$ cat src/design/sos_regs.svh
`ifndef SOS_REGS_SVH
`define SOS_REGS_SVH

// Widths
`define SOS_VW 16
`define SOS_TW 8
`define SOS_CW 6
`define SOS_AW 4
`define SOS_DW 32

// Relay condition codes
`define SOS_RLY_NONE          6'h00
`define SOS_RLY_READY         6'h01
`define SOS_RLY_ENABLE_NOWARN 6'h02
`define SOS_RLY_RUNNING       6'h03
`define SOS_RLY_RUN_ON_REF    6'h04
`define SOS_RLY_RUN_NOWARN    6'h05
`define SOS_RLY_RUN_IN_RANGE  6'h06
`define SOS_RLY_READY_SUPPLY  6'h07
`define SOS_RLY_ALARM_OR_WARN 6'h08
`define SOS_RLY_CURRENT_LIMIT 6'h09
`define SOS_RLY_ALARM         6'h0a
`define SOS_RLY_ABOVE_FREQ_LO 6'h0b
`define SOS_RLY_BELOW_FREQ_HI 6'h0c
`define SOS_RLY_ABOVE_CUR_LO  6'h0d
`define SOS_RLY_BELOW_CUR_HI  6'h0e
`define SOS_RLY_ABOVE_FB_LO   6'h0f
`define SOS_RLY_BELOW_FB_HI   6'h10
`define SOS_RLY_REVERSE       6'h12
`define SOS_RLY_THERMAL       6'h13
`define SOS_RLY_LOCAL         6'h14
`define SOS_RLY_OUT_FREQ      6'h16
`define SOS_RLY_OUT_CUR       6'h17
`define SOS_RLY_OUT_FB        6'h18
`define SOS_RLY_CW_BIT11      6'h1a
`define SOS_RLY_SLEEP         6'h1b
`define SOS_RLY_CW_BIT12      6'h1f
`define SOS_RLY_SLEEP_ALT     6'h20
`define SOS_RLY_RST           6'h01

// Analogue output quantity codes
`define SOS_AO_NONE 4'h0
`define SOS_AO_MAX  4'hc
`define SOS_AO_RST  4'h7
`define SOS_QTY_REF  3'h1
`define SOS_QTY_FB   3'h2
`define SOS_QTY_FREQ 3'h3
`define SOS_QTY_CUR  3'h4
`define SOS_QTY_PWR  3'h5
`define SOS_QTY_TEMP 3'h6

// Loop current in microamps
`define SOS_UA_ZERO       16'h0000
`define SOS_UA_LIVE_ZERO  16'h0fa0
`define SOS_UA_FULL       16'h4e20
`define SOS_UA_SPAN_ZERO  16'h4e20
`define SOS_UA_SPAN_LIVE  16'h3e80

// Heatsink scale points in degrees C, frequency LSB is 0.1 Hz
`define SOS_TEMP_LO   16'h0014
`define SOS_TEMP_HI   16'h0064
`define SOS_FREQ_MIN  16'h0001
`define SOS_CW_RLY_A  11
`define SOS_CW_RLY_B  12

// Timing
`define SOS_CLK_MHZ         100
`define SOS_AO_REFRESH_US   1000
`define SOS_AO_REFRESH_CYC  (`SOS_AO_REFRESH_US * `SOS_CLK_MHZ)

`endif

$ cat src/design/sos_pkg.sv
package sos_pkg;
`include "sos_regs.svh"

  typedef struct packed {
    logic                control_powered;
    logic                drive_ready;
    logic                start_cmd;
    logic                warning;
    logic                alarm;
    logic                rotation_ccw;
    logic                motor_overtemp;
    logic                drive_overtemp;
    logic                local_mode;
    logic                on_reference;
    logic                ready_supply_in_range;
    logic [15:0]         control_word;
    logic [`SOS_VW-1:0]  out_freq;
    logic [`SOS_VW-1:0]  out_current;
    logic [`SOS_VW-1:0]  feedback;
    logic [`SOS_VW-1:0]  reference;
    logic [`SOS_VW-1:0]  out_power;
    logic [`SOS_TW-1:0]  heatsink_temp;
  } sos_status_t;

  typedef struct packed {
    logic [`SOS_VW-1:0] frequency_low_threshold;
    logic [`SOS_VW-1:0] frequency_high_threshold;
    logic [`SOS_VW-1:0] current_low_threshold;
    logic [`SOS_VW-1:0] current_high_threshold;
    logic [`SOS_VW-1:0] feedback_low_threshold;
    logic [`SOS_VW-1:0] feedback_high_threshold;
    logic [`SOS_VW-1:0] current_limit_setting;
  } sos_thresh_t;

  typedef struct packed {
    logic [`SOS_VW-1:0] reference_lower_limit;
    logic [`SOS_VW-1:0] reference_upper_limit;
    logic [`SOS_VW-1:0] feedback_lower_limit;
    logic [`SOS_VW-1:0] feedback_upper_limit;
    logic [`SOS_VW-1:0] output_freq_max;
    logic [`SOS_VW-1:0] rated_current;
    logic [`SOS_VW-1:0] motor_nominal_power;
  } sos_limits_t;

  typedef enum logic [2:0] {
    AO_IDLE,
    AO_SELECT,
    AO_PRODUCT,
    AO_DIVIDE,
    AO_WAIT,
    AO_UPDATE
  } sos_ao_state_t;

endpackage : sos_pkg

$ cat src/design/sos_status_out.sv
// How it works
// - Reference quantity scales linearly between reference lower and upper limits.
// - Feedback quantity scales linearly between feedback lower and upper limits.
// - Frequency quantity scales linearly from zero to the output frequency maximum.
// - Current quantity scales linearly from zero to the drive rated current.
// - Power quantity reaches full scale at the motor nominal power.
// - Heatsink quantity is span minimum below 20 C, full scale at 100 C.
// - No-function selection leaves the analogue output unused and at zero.
// - Relay closes while the selected condition holds and opens otherwise.
// - Relay selector spans 0 to 32, 0 disables, reset default is 1.
// - Code 1 closes when control card powered and drive ready.
// - Code 2 closes when ready, no start command and no warning.
// - Code 3 closes on start command or frequency above 0.1 Hz.
// - Code 5 closes on start command with no warning active.
// - Code 8 closes on alarm or warning, code 10 only on alarm.
// - Code 9 closes while output current exceeds the current limit setting.
// - Codes 11 to 16 compare frequency, current, feedback against thresholds.
// - Code 18 closes for counterclockwise rotation, opens for clockwise.
// - Code 19 closes on motor or drive overtemperature or hot thermistor.
// - Code 20 closes while local operation is selected.
// - Codes 22 to 24 close when the value leaves its threshold window.
// - Code 26 follows bus control word bit 11 directly.
// - Sleep selection closes while output frequency is below 0.1 Hz.
// - Odd analogue codes use the 0-20 mA span, even codes 4-20 mA.
`timescale 1ns/1ps
`include "sos_regs.svh"
module sos_status_out
#(
  parameter int unsigned P_REFRESH_CYCLES = `SOS_AO_REFRESH_CYC
)
(
  input  wire logic               i_clock,
  input  wire logic               i_sys_rst,
  input  wire logic               i_config_load,
  input  wire logic [`SOS_CW-1:0] i_relay_condition_select,
  input  wire logic [`SOS_AW-1:0] i_analog_out_quantity_select,
  input  wire sos_pkg::sos_status_t i_status,
  input  wire sos_pkg::sos_thresh_t i_thresh,
  input  wire sos_pkg::sos_limits_t i_limits,
  input  wire logic               i_thermistor_pin,
  output logic                    o_relay_closed,
  output logic                    o_relay_code_undefined,
  output logic [`SOS_CW-1:0]      o_relay_code,
  output logic [`SOS_AW-1:0]      o_analog_code,
  output logic [`SOS_VW-1:0]      o_analog_out_ua,
  output logic                    o_analog_out_active,
  output logic                    o_analog_out_update
);
  import sos_pkg::*;

  localparam logic [31:0] REFRESH_LAST = 32'(P_REFRESH_CYCLES - 1);

  // Configuration selectors
  logic [`SOS_CW-1:0] relay_code_q;
  logic [`SOS_AW-1:0] ao_code_q;

  // Thermistor pin synchroniser and settled level
  logic sync1_q;
  logic sync2_q;
  logic sync3_q;
  logic therm_q;
  logic thermal_hot;

  // Relay path
  logic relay_cond;
  logic relay_defined;

  // Refresh timebase
  logic [31:0] refresh_cnt_q;
  logic        refresh_tick_q;
  logic        pending_q;

  // Analogue datapath
  sos_ao_state_t      state_q;
  logic [`SOS_VW-1:0] x_q;
  logic [`SOS_VW-1:0] lo_q;
  logic [`SOS_VW-1:0] hi_q;
  logic [`SOS_VW-1:0] span_q;
  logic [`SOS_VW-1:0] base_q;
  logic [`SOS_VW-1:0] result_q;
  logic [`SOS_DW-1:0] num_q;
  logic [`SOS_VW-1:0] den_q;
  logic               active_q;
  logic               div_start_q;
  logic               div_busy;
  logic               div_done;
  logic [`SOS_VW-1:0] div_quotient;
  logic [2:0]         qty;
  logic [`SOS_VW-1:0] sel_x;
  logic [`SOS_VW-1:0] sel_lo;
  logic [`SOS_VW-1:0] sel_hi;
  logic [`SOS_VW-1:0] x_clamped;

  function automatic logic ao_code_valid(input logic [`SOS_AW-1:0] code);
    return (code != `SOS_AO_NONE) && (code <= `SOS_AO_MAX);
  endfunction : ao_code_valid

  function automatic logic [2:0] ao_quantity(input logic [`SOS_AW-1:0] code);
    logic [`SOS_AW-1:0] sum;
    sum = code + 4'h1;
    return sum[3:1];
  endfunction : ao_quantity

  function automatic logic [`SOS_VW-1:0] clamp(input logic [`SOS_VW-1:0] v,
                                               input logic [`SOS_VW-1:0] lo,
                                               input logic [`SOS_VW-1:0] hi);
    logic [`SOS_VW-1:0] r;
    r = v;
    if (v < lo)
      r = lo;
    else if (v > hi)
      r = hi;
    return r;
  endfunction : clamp

  // Selectors load on request only, so a half-written code never reaches the outputs
  always_ff @(posedge i_clock or posedge i_sys_rst)
  begin
    if (i_sys_rst)
    begin
      relay_code_q <= `SOS_RLY_RST;
      ao_code_q    <= `SOS_AO_RST;
    end
    else if (i_config_load)
    begin
      relay_code_q <= i_relay_condition_select;
      ao_code_q    <= i_analog_out_quantity_select;
    end
  end

  always_ff @(posedge i_clock or posedge i_sys_rst)
  begin
    if (i_sys_rst)
    begin
      sync1_q <= 1'b0;
      sync2_q <= 1'b0;
      sync3_q <= 1'b0;
    end
    else
    begin
      sync1_q <= i_thermistor_pin;
      sync2_q <= sync1_q;
      sync3_q <= sync2_q;
    end
  end

  // A contact bouncing for one sample never reaches the relay
  always_ff @(posedge i_clock or posedge i_sys_rst)
  begin
    if (i_sys_rst)
      therm_q <= 1'b0;
    else if (sync2_q == sync3_q)
      therm_q <= sync3_q;
  end

  assign thermal_hot = i_status.motor_overtemp | i_status.drive_overtemp | therm_q;

  sos_relay_decode u_relay_decode
  (
    .i_code        (relay_code_q),
    .i_status      (i_status),
    .i_thresh      (i_thresh),
    .i_thermal_hot (thermal_hot),
    .o_condition   (relay_cond),
    .o_defined     (relay_defined)
  );

  // Relay follows the condition one cycle later
  always_ff @(posedge i_clock or posedge i_sys_rst)
  begin
    if (i_sys_rst)
    begin
      o_relay_closed         <= 1'b0;
      o_relay_code_undefined <= 1'b0;
      o_relay_code           <= `SOS_RLY_RST;
      o_analog_code          <= `SOS_AO_RST;
    end
    else
    begin
      o_relay_closed         <= relay_cond & relay_defined;
      o_relay_code_undefined <= ~relay_defined;
      o_relay_code           <= relay_code_q;
      o_analog_code          <= ao_code_q;
    end
  end

  always_ff @(posedge i_clock or posedge i_sys_rst)
  begin
    if (i_sys_rst)
    begin
      refresh_cnt_q  <= '0;
      refresh_tick_q <= 1'b0;
    end
    else if (refresh_cnt_q >= REFRESH_LAST)
    begin
      refresh_cnt_q  <= '0;
      refresh_tick_q <= 1'b1;
    end
    else
    begin
      refresh_cnt_q  <= refresh_cnt_q + 32'h1;
      refresh_tick_q <= 1'b0;
    end
  end

  // New request wins over the clear taken when a conversion starts
  always_ff @(posedge i_clock or posedge i_sys_rst)
  begin
    if (i_sys_rst)
      pending_q <= 1'b1;
    else if (refresh_tick_q || i_config_load)
      pending_q <= 1'b1;
    else if (state_q == AO_IDLE)
      pending_q <= 1'b0;
  end

  assign qty = ao_quantity(ao_code_q);

  always_comb
  begin
    sel_x  = '0;
    sel_lo = '0;
    sel_hi = '0;
    case (qty)
      `SOS_QTY_REF:
      begin
        sel_x  = i_status.reference;
        sel_lo = i_limits.reference_lower_limit;
        sel_hi = i_limits.reference_upper_limit;
      end
      `SOS_QTY_FB:
      begin
        sel_x  = i_status.feedback;
        sel_lo = i_limits.feedback_lower_limit;
        sel_hi = i_limits.feedback_upper_limit;
      end
      `SOS_QTY_FREQ:
      begin
        sel_x  = i_status.out_freq;
        sel_hi = i_limits.output_freq_max;
      end
      `SOS_QTY_CUR:
      begin
        sel_x  = i_status.out_current;
        sel_hi = i_limits.rated_current;
      end
      `SOS_QTY_PWR:
      begin
        sel_x  = i_status.out_power;
        sel_hi = i_limits.motor_nominal_power;
      end
      `SOS_QTY_TEMP:
      begin
        sel_x  = {{(`SOS_VW-`SOS_TW){1'b0}}, i_status.heatsink_temp};
        sel_lo = `SOS_TEMP_LO;
        sel_hi = `SOS_TEMP_HI;
      end
      default:
      begin
        sel_x  = '0;
        sel_lo = '0;
        sel_hi = '0;
      end
    endcase
  end

  // Below the low point the clamp pins the value to the span minimum
  assign x_clamped = clamp(x_q, lo_q, hi_q);

  sos_ao_divider u_ao_divider
  (
    .i_clock    (i_clock),
    .i_sys_rst  (i_sys_rst),
    .i_start    (div_start_q),
    .i_dividend (num_q),
    .i_divisor  (den_q),
    .o_busy     (div_busy),
    .o_done     (div_done),
    .o_quotient (div_quotient)
  );

  // Conversion sequencer; a sample taken at SELECT is held through the divide
  always_ff @(posedge i_clock or posedge i_sys_rst)
  begin
    if (i_sys_rst)
    begin
      state_q     <= AO_IDLE;
      x_q         <= '0;
      lo_q        <= '0;
      hi_q        <= '0;
      span_q      <= '0;
      base_q      <= '0;
      result_q    <= '0;
      num_q       <= '0;
      den_q       <= '0;
      active_q    <= 1'b0;
      div_start_q <= 1'b0;
    end
    else
    begin
      div_start_q <= 1'b0;
      case (state_q)
        AO_IDLE:
        begin
          if (pending_q && !div_busy)
            state_q <= AO_SELECT;
        end
        AO_SELECT:
        begin
          x_q      <= sel_x;
          lo_q     <= sel_lo;
          hi_q     <= sel_hi;
          result_q <= '0;
          active_q <= ao_code_valid(ao_code_q);
          if (!ao_code_valid(ao_code_q))
          begin
            span_q  <= `SOS_UA_SPAN_ZERO;
            base_q  <= `SOS_UA_ZERO;
            state_q <= AO_UPDATE;
          end
          else if (ao_code_q[0])
          begin
            span_q  <= `SOS_UA_SPAN_ZERO;
            base_q  <= `SOS_UA_ZERO;
            state_q <= AO_PRODUCT;
          end
          else
          begin
            span_q  <= `SOS_UA_SPAN_LIVE;
            base_q  <= `SOS_UA_LIVE_ZERO;
            state_q <= AO_PRODUCT;
          end
        end
        AO_PRODUCT:
        begin
          // A collapsed or inverted window acts as a step at the upper limit
          if (hi_q <= lo_q)
          begin
            result_q <= (x_q >= hi_q) ? span_q : '0;
            state_q  <= AO_UPDATE;
          end
          else
          begin
            num_q   <= (x_clamped - lo_q) * span_q;
            den_q   <= hi_q - lo_q;
            state_q <= AO_DIVIDE;
          end
        end
        AO_DIVIDE:
        begin
          div_start_q <= 1'b1;
          state_q     <= AO_WAIT;
        end
        AO_WAIT:
        begin
          if (div_done)
          begin
            result_q <= div_quotient;
            state_q  <= AO_UPDATE;
          end
        end
        AO_UPDATE:
        begin
          state_q <= AO_IDLE;
        end
        default:
        begin
          state_q <= AO_IDLE;
        end
      endcase
    end
  end

  // Output changes only as a whole, never mid-conversion
  always_ff @(posedge i_clock or posedge i_sys_rst)
  begin
    if (i_sys_rst)
    begin
      o_analog_out_ua     <= `SOS_UA_ZERO;
      o_analog_out_active <= 1'b0;
      o_analog_out_update <= 1'b0;
    end
    else if (state_q == AO_UPDATE)
    begin
      o_analog_out_ua     <= active_q ? base_q + result_q : `SOS_UA_ZERO;
      o_analog_out_active <= active_q;
      o_analog_out_update <= 1'b1;
    end
    else
    begin
      o_analog_out_update <= 1'b0;
    end
  end

endmodule : sos_status_out

$ cat src/design/sos_relay_decode.sv
`timescale 1ns/1ps
`include "sos_regs.svh"
module sos_relay_decode
(
  input  wire logic [`SOS_CW-1:0] i_code,
  input  wire sos_pkg::sos_status_t i_status,
  input  wire sos_pkg::sos_thresh_t i_thresh,
  input  wire logic               i_thermal_hot,
  output logic                    o_condition,
  output logic                    o_defined
);
  import sos_pkg::*;

  function automatic logic above(input logic [`SOS_VW-1:0] v, input logic [`SOS_VW-1:0] t);
    return v > t;
  endfunction : above

  function automatic logic below(input logic [`SOS_VW-1:0] v, input logic [`SOS_VW-1:0] t);
    return v < t;
  endfunction : below

  function automatic logic outside(input logic [`SOS_VW-1:0] v,
                                   input logic [`SOS_VW-1:0] lo,
                                   input logic [`SOS_VW-1:0] hi);
    return below(v, lo) | above(v, hi);
  endfunction : outside

  always_comb
  begin
    o_condition = 1'b0;
    o_defined   = 1'b1;
    case (i_code)
      `SOS_RLY_NONE:          o_condition = 1'b0;
      `SOS_RLY_READY:         o_condition = i_status.control_powered & i_status.drive_ready;
      `SOS_RLY_ENABLE_NOWARN: o_condition = i_status.drive_ready & ~i_status.start_cmd
                                            & ~i_status.warning;
      `SOS_RLY_RUNNING:       o_condition = i_status.start_cmd
                                            | above(i_status.out_freq, `SOS_FREQ_MIN);
      `SOS_RLY_RUN_ON_REF,
      `SOS_RLY_RUN_IN_RANGE:  o_condition = i_status.start_cmd & i_status.on_reference
                                            & ~i_status.warning;
      `SOS_RLY_RUN_NOWARN:    o_condition = i_status.start_cmd & ~i_status.warning;
      `SOS_RLY_READY_SUPPLY:  o_condition = i_status.ready_supply_in_range & i_status.drive_ready
                                            & i_status.control_powered & ~i_status.start_cmd;
      `SOS_RLY_ALARM_OR_WARN: o_condition = i_status.alarm | i_status.warning;
      `SOS_RLY_ALARM:         o_condition = i_status.alarm;
      `SOS_RLY_CURRENT_LIMIT: o_condition = above(i_status.out_current,
                                                  i_thresh.current_limit_setting);
      `SOS_RLY_ABOVE_FREQ_LO: o_condition = above(i_status.out_freq,
                                                  i_thresh.frequency_low_threshold);
      `SOS_RLY_BELOW_FREQ_HI: o_condition = below(i_status.out_freq,
                                                  i_thresh.frequency_high_threshold);
      `SOS_RLY_ABOVE_CUR_LO:  o_condition = above(i_status.out_current,
                                                  i_thresh.current_low_threshold);
      `SOS_RLY_BELOW_CUR_HI:  o_condition = below(i_status.out_current,
                                                  i_thresh.current_high_threshold);
      `SOS_RLY_ABOVE_FB_LO:   o_condition = above(i_status.feedback,
                                                  i_thresh.feedback_low_threshold);
      `SOS_RLY_BELOW_FB_HI:   o_condition = below(i_status.feedback,
                                                  i_thresh.feedback_high_threshold);
      `SOS_RLY_REVERSE:       o_condition = i_status.rotation_ccw;
      `SOS_RLY_THERMAL:       o_condition = i_thermal_hot;
      `SOS_RLY_LOCAL:         o_condition = i_status.local_mode;
      `SOS_RLY_OUT_FREQ:      o_condition = outside(i_status.out_freq,
                                                    i_thresh.frequency_low_threshold,
                                                    i_thresh.frequency_high_threshold);
      `SOS_RLY_OUT_CUR:       o_condition = outside(i_status.out_current,
                                                    i_thresh.current_low_threshold,
                                                    i_thresh.current_high_threshold);
      `SOS_RLY_OUT_FB:        o_condition = outside(i_status.feedback,
                                                    i_thresh.feedback_low_threshold,
                                                    i_thresh.feedback_high_threshold);
      `SOS_RLY_CW_BIT11:      o_condition = i_status.control_word[`SOS_CW_RLY_A];
      `SOS_RLY_CW_BIT12:      o_condition = i_status.control_word[`SOS_CW_RLY_B];
      `SOS_RLY_SLEEP,
      `SOS_RLY_SLEEP_ALT:     o_condition = below(i_status.out_freq, `SOS_FREQ_MIN);
      default:                o_defined   = 1'b0;
    endcase
  end

endmodule : sos_relay_decode

$ cat src/design/sos_ao_divider.sv
`timescale 1ns/1ps
`include "sos_regs.svh"
module sos_ao_divider
(
  input  wire logic               i_clock,
  input  wire logic               i_sys_rst,
  input  wire logic               i_start,
  input  wire logic [`SOS_DW-1:0] i_dividend,
  input  wire logic [`SOS_VW-1:0] i_divisor,
  output logic                    o_busy,
  output logic                    o_done,
  output logic [`SOS_VW-1:0]      o_quotient
);
  import sos_pkg::*;

  // One quotient bit per cycle keeps the datapath to a single subtractor
  logic [`SOS_DW-1:0] num_q;
  logic [`SOS_DW-1:0] quo_q;
  logic [`SOS_VW-1:0] rem_q;
  logic [`SOS_VW-1:0] div_q;
  logic [5:0]         cnt_q;
  logic [`SOS_VW:0]   trial;
  logic               fits;

  always_comb
  begin
    trial = {rem_q, num_q[`SOS_DW-1]};
    fits  = trial >= {1'b0, div_q};
  end

  always_ff @(posedge i_clock or posedge i_sys_rst)
  begin
    if (i_sys_rst)
    begin
      num_q  <= '0;
      quo_q  <= '0;
      rem_q  <= '0;
      div_q  <= '0;
      cnt_q  <= '0;
      o_busy <= 1'b0;
      o_done <= 1'b0;
    end
    else
    begin
      o_done <= 1'b0;
      if (i_start && !o_busy)
      begin
        num_q  <= i_dividend;
        div_q  <= i_divisor;
        quo_q  <= '0;
        rem_q  <= '0;
        cnt_q  <= 6'h20;
        o_busy <= 1'b1;
      end
      else if (o_busy)
      begin
        num_q <= {num_q[`SOS_DW-2:0], 1'b0};
        quo_q <= {quo_q[`SOS_DW-2:0], fits};
        rem_q <= fits ? trial[`SOS_VW-1:0] - div_q : trial[`SOS_VW-1:0];
        cnt_q <= cnt_q - 6'h01;
        if (cnt_q == 6'h01)
        begin
          o_busy <= 1'b0;
          o_done <= 1'b1;
        end
      end
    end
  end

  // Caller keeps the quotient at or below full scale, so the low half holds it
  assign o_quotient = quo_q[`SOS_VW-1:0];

endmodule : sos_ao_divider

$ cat config.mk
export PLATFORM = sky130hd
export DESIGN_NAME = sos_status_out
export DESIGN_NICKNAME = d
export VERILOG_FILES = /design/src/design/sos_pkg.sv /design/src/design/sos_status_out.sv /design/src/design/sos_relay_decode.sv /design/src/design/sos_ao_divider.sv
export VERILOG_INCLUDE_DIRS = /design/src /design/src/design
export SDC_FILE = /design/constraint.sdc
export NUM_CORES = 1
export LEC_CHECK = 0
export BUFFER_PORTS_ARGS = -buffer_cell sky130_fd_sc_hd__buf_2
export CORE_MARGIN = 5
export CORE_UTILIZATION = 28
export CTS_BUF_LIST = sky130_fd_sc_hd__clkbuf_16
export DETAILED_ROUTE_END_ITERATION = 8
export GPL_ROUTABILITY_DRIVEN = 0
export PLACE_DENSITY_LB_ADDON = 0.08
export SLEW_MARGIN = 10
export SYNTH_ARGS = -nofsm -noshare
export SYNTH_HDL_FRONTEND = slang
export SYNTH_SLANG_ARGS = --single-unit
$ cat constraint.sdc
create_clock -name i_clock -period 10.5 [get_ports i_clock]
set_input_delay 0.525 -clock i_clock [delete_from_list [all_inputs] [get_ports i_clock]]
set_output_delay 0.525 -clock i_clock [all_outputs]
set_load 0.02 [all_outputs]
==> results_dict.tcl <==
set metrics [dict create \
    post_cts_buffers 0 \
    cts_inserted_buffers 36 \
    ys_warn_count 0 \
    tightest_slew_ns 1.161 \
    syn_inst 2682 \
    grt_max_degree 95 \
    cts_num_sinks 276 \
    fin_nets 3805 \
    synth_ff_type "dfrtp_1" \
    finClkSkew_ns 0.02372 \
    wl_per_cell_um 18.52 \
    crit_required_ns 10.89 \
    clockRootBuffer "clkbuf_16" \
    crit_path_max_fanout 16 \
    cpMostUsedCell "ha_1" \
    postSynthAreaPerCell_um2 8.952 \
    htreeDepth 2 \
    ant_nets 0 \
    synth.mux.area_fraction_pct 4.503 \
    use_met3_pct 2.984 \
    drc 0 \
    maxCapViolCount 0 \
    crit_type "reg -> reg" \
    startpoint_type "register" \
    post_dp_cell_area_um2 27180 \
    synth_compound_area_share_pct 16.73 \
    start_util_pct 28.20 \
    max_stage_delay_ns 0.66 \
    num_rows 107 \
    grt_pass1_wl_um 121900 \
    met1_usage_pct 20.71 \
    fp.dieW_um 302.8 \
    synth_cell_types 73 \
    cp.arrival_ns 9.98 \
    antenna_found_initial 13 \
    synthSimpleGateAreaFrac_pct 13.62 \
    final_area_um2 28490 \
    viasPerCell 4.826 \
    syn-cell-area_um2 24010 \
    fmaxAchievable_ghz 0.1043 \
    path_clk_slew_ns 0.06 \
    slowest_stage "nor4_1" \
    ios 383 \
    grt_util_all_layers_pct 16.77 \
    max_slew_margin_pct 22.45 \
    grtUsageMet2_pct 29.44 \
    cp-end-kind "register" \
    synth_xor_area_share_pct 3.049 \
    synth_edf_count 0 \
    period_share_pct 91.32 \
    outcome "complete, no violations" \
    final_layout_size_suffix_gt1_share_pct 16.71 \
    synth_top_family_by_area "adder cells" \
    layout_common_cells "368 x buf_2, 351 x inv_1, 325 x ha_1" \
    setup_violations 0 \
    drv_slew 0 \
    die_h_um 302.8 \
    synthAdderAreaFrac_pct 26.04 \
    rsz0062_at_grt "no" \
    cts.path.max_buffers 3 \
    multi_input_area_um2 15500 \
    tritoncts "yes" \
    gr-max-usage-layer "met2" \
    firstDrtPassIters 5 \
    seq_area_frac_synth_pct 28.81 \
    drt-total-wl_um 77770 \
    overflow 0 \
    synth_seq_cells 276 \
    final_common_cell "buf_2" \
    hold_viol_final 0 \
    n_fill_cell 8955 \
    grt_pass1_vias 21700 \
    io_buffers 368 \
    insertion_delay_ns 0.56 \
    period_needed_ns 9.589 \
    die-area_um2 91700 \
    drt-initial-drc-count 792 \
    async_flop_share_pct 100.0 \
    core-area_um2 85150 \
    num_vias 20270 \
    worstHoldPathType "in -> reg" \
    dp_hpwl_um 63670 \
    tns_ns 0 \
    seq_area_um2 6919 \
    syn2layout_area_growth_pct 18.69 \
]
-- final timing paths --
path	depth (start not counted)	from	endpoint	slack [ns]
setup / recovery	35	hi_q[1]	num_q[29]	0.91
hold / removal	1	i_thermistor_pin	sync1_q	0.09
setup reg to reg	35	hi_q[1]	num_q[29]	0.91
hold reg to reg	0	sync1_q	sync2_q	0.35
max in group asynchronous	3	i_sys_rst	u_ao_divider.o_busy	8.96
min in group asynchronous	2	i_sys_rst	hi_q[5]	0.12
-- state kept, by name, indices dropped and copies added (netlist names), 4 cells and up --
signal and count:
x_q 16, result_q 16, o_relay_code 6, u_ao_divider.rem_q 16, u_ao_divider.num_q 27, o_analog_code 4
hi_q 16, u_ao_divider.div_q 16, refresh_cnt_q 32, o_analog_out_ua 16, ao_code_q 4, den_q 16
relay_code_q 6, num_q 27, u_ao_divider.quo_q 16, u_ao_divider.cnt_q 6, lo_q 16
-- metal layers --
layer	vias up	part of all wire, %
li1	9947	-
met1	9679	43
met2	493	49
met3	139	4.5
met4	8	3.9
met5	-	0.071
-- logic make-up after synthesis --
logic type / Yosys count
AO/OA/AOI/OAI: 628
XOR/XNOR: 82
adder cells (fa/ha/maj): 435
buffers and inverters: 457
flip-flops: 276
multiplexers: 105
other: 1
AND/OR/NAND/NOR: 698
-- what timing repair did --
item	CTS	global route
endpoints found under the setup margin	0	6
hold buffers	0	0
gates resized for setup	0	1
-- synth_stat cells (10+ instances only) --
| library cell | n | area share (%) |
|---|---|---|
| a21o_1 | 44 | 1.4 |
| a21oi_1 | 174 | 3.6 |
| a221oi_1 | 32 | 1.2 |
| a22o_1 | 44 | 1.6 |
| a31oi_1 | 28 | 0.73 |
| a32o_1 | 11 | 0.46 |
| and2_1 | 35 | 0.91 |
| and3_1 | 13 | 0.34 |
| buf_2 | 11 | 0.23 |
| clkbuf_1 | 94 | 1.5 |
| dfrtp_1 | 267 | 28 |
| fa_1 | 108 | 9.0 |
| ha_1 | 326 | 17 |
| inv_1 | 348 | 5.4 |
| mux2_2 | 22 | 1.0 |
| mux2i_1 | 81 | 3.4 |
| nand2_1 | 314 | 4.9 |
| nand2b_1 | 18 | 0.47 |
| nand3_1 | 38 | 0.79 |
| nand4_1 | 29 | 0.76 |
| nor2_1 | 98 | 1.5 |
| nor2b_1 | 36 | 0.94 |
| nor3_1 | 52 | 1.1 |
| nor4_1 | 19 | 0.50 |
| o211ai_1 | 10 | 0.31 |
| o21a_1 | 22 | 0.69 |
| o21ai_0 | 174 | 3.6 |
| o31ai_1 | 28 | 0.88 |
| or3_1 | 14 | 0.36 |
| xnor2_1 | 41 | 1.5 |
| xor2_1 | 40 | 1.5 |
-- critical path, delay by kind of cell, from the launching register on --
family                   cells  cell delay (ns)
AND/OR/NAND/NOR              5             1.65
adder cells (fa/ha/maj)      9             3.29
buffers and inverters        3             0.21
flip-flops                   1             0.42
multiplexers                 2             0.49
XOR/XNOR                     1             0.15
AO/OA/AOI/OAI               15             3.21
-- metrics by stage --
step | hold WS, ns | setup slack (ns) | util [%] | instances
floorplan | 0.3312 | 1.627 | - | 2696
global placement | 0.3382 | 0.5612 | 31.92 | 4124
detailed placement | 0.3371 | 0.6132 | 31.92 | 4124
CTS | 0.04079 | 0.4617 | 33.43 | 4190
global route | 0.06860 | 0.1566 | 33.45 | 4194
finish | 0.08679 | 0.9111 | 33.47 | 4199
-- layout make-up --
cell class / count / share of cell area, %
inverters: 349 / 4.624
repair buffers: 392 / 7.096
multi-input cells: 1963 / 54.39
well taps: 1144 / 5.023
clock inverters: 30 / 1.348
clock buffers: 36 / 3.162
diodes: 9 / 0.07904
flip-flops and latches: 276 / 24.28
Power is left out: the tool's default activity adds up to more than one toggle a clock period on the data nets, which glitch-free logic cannot reach.
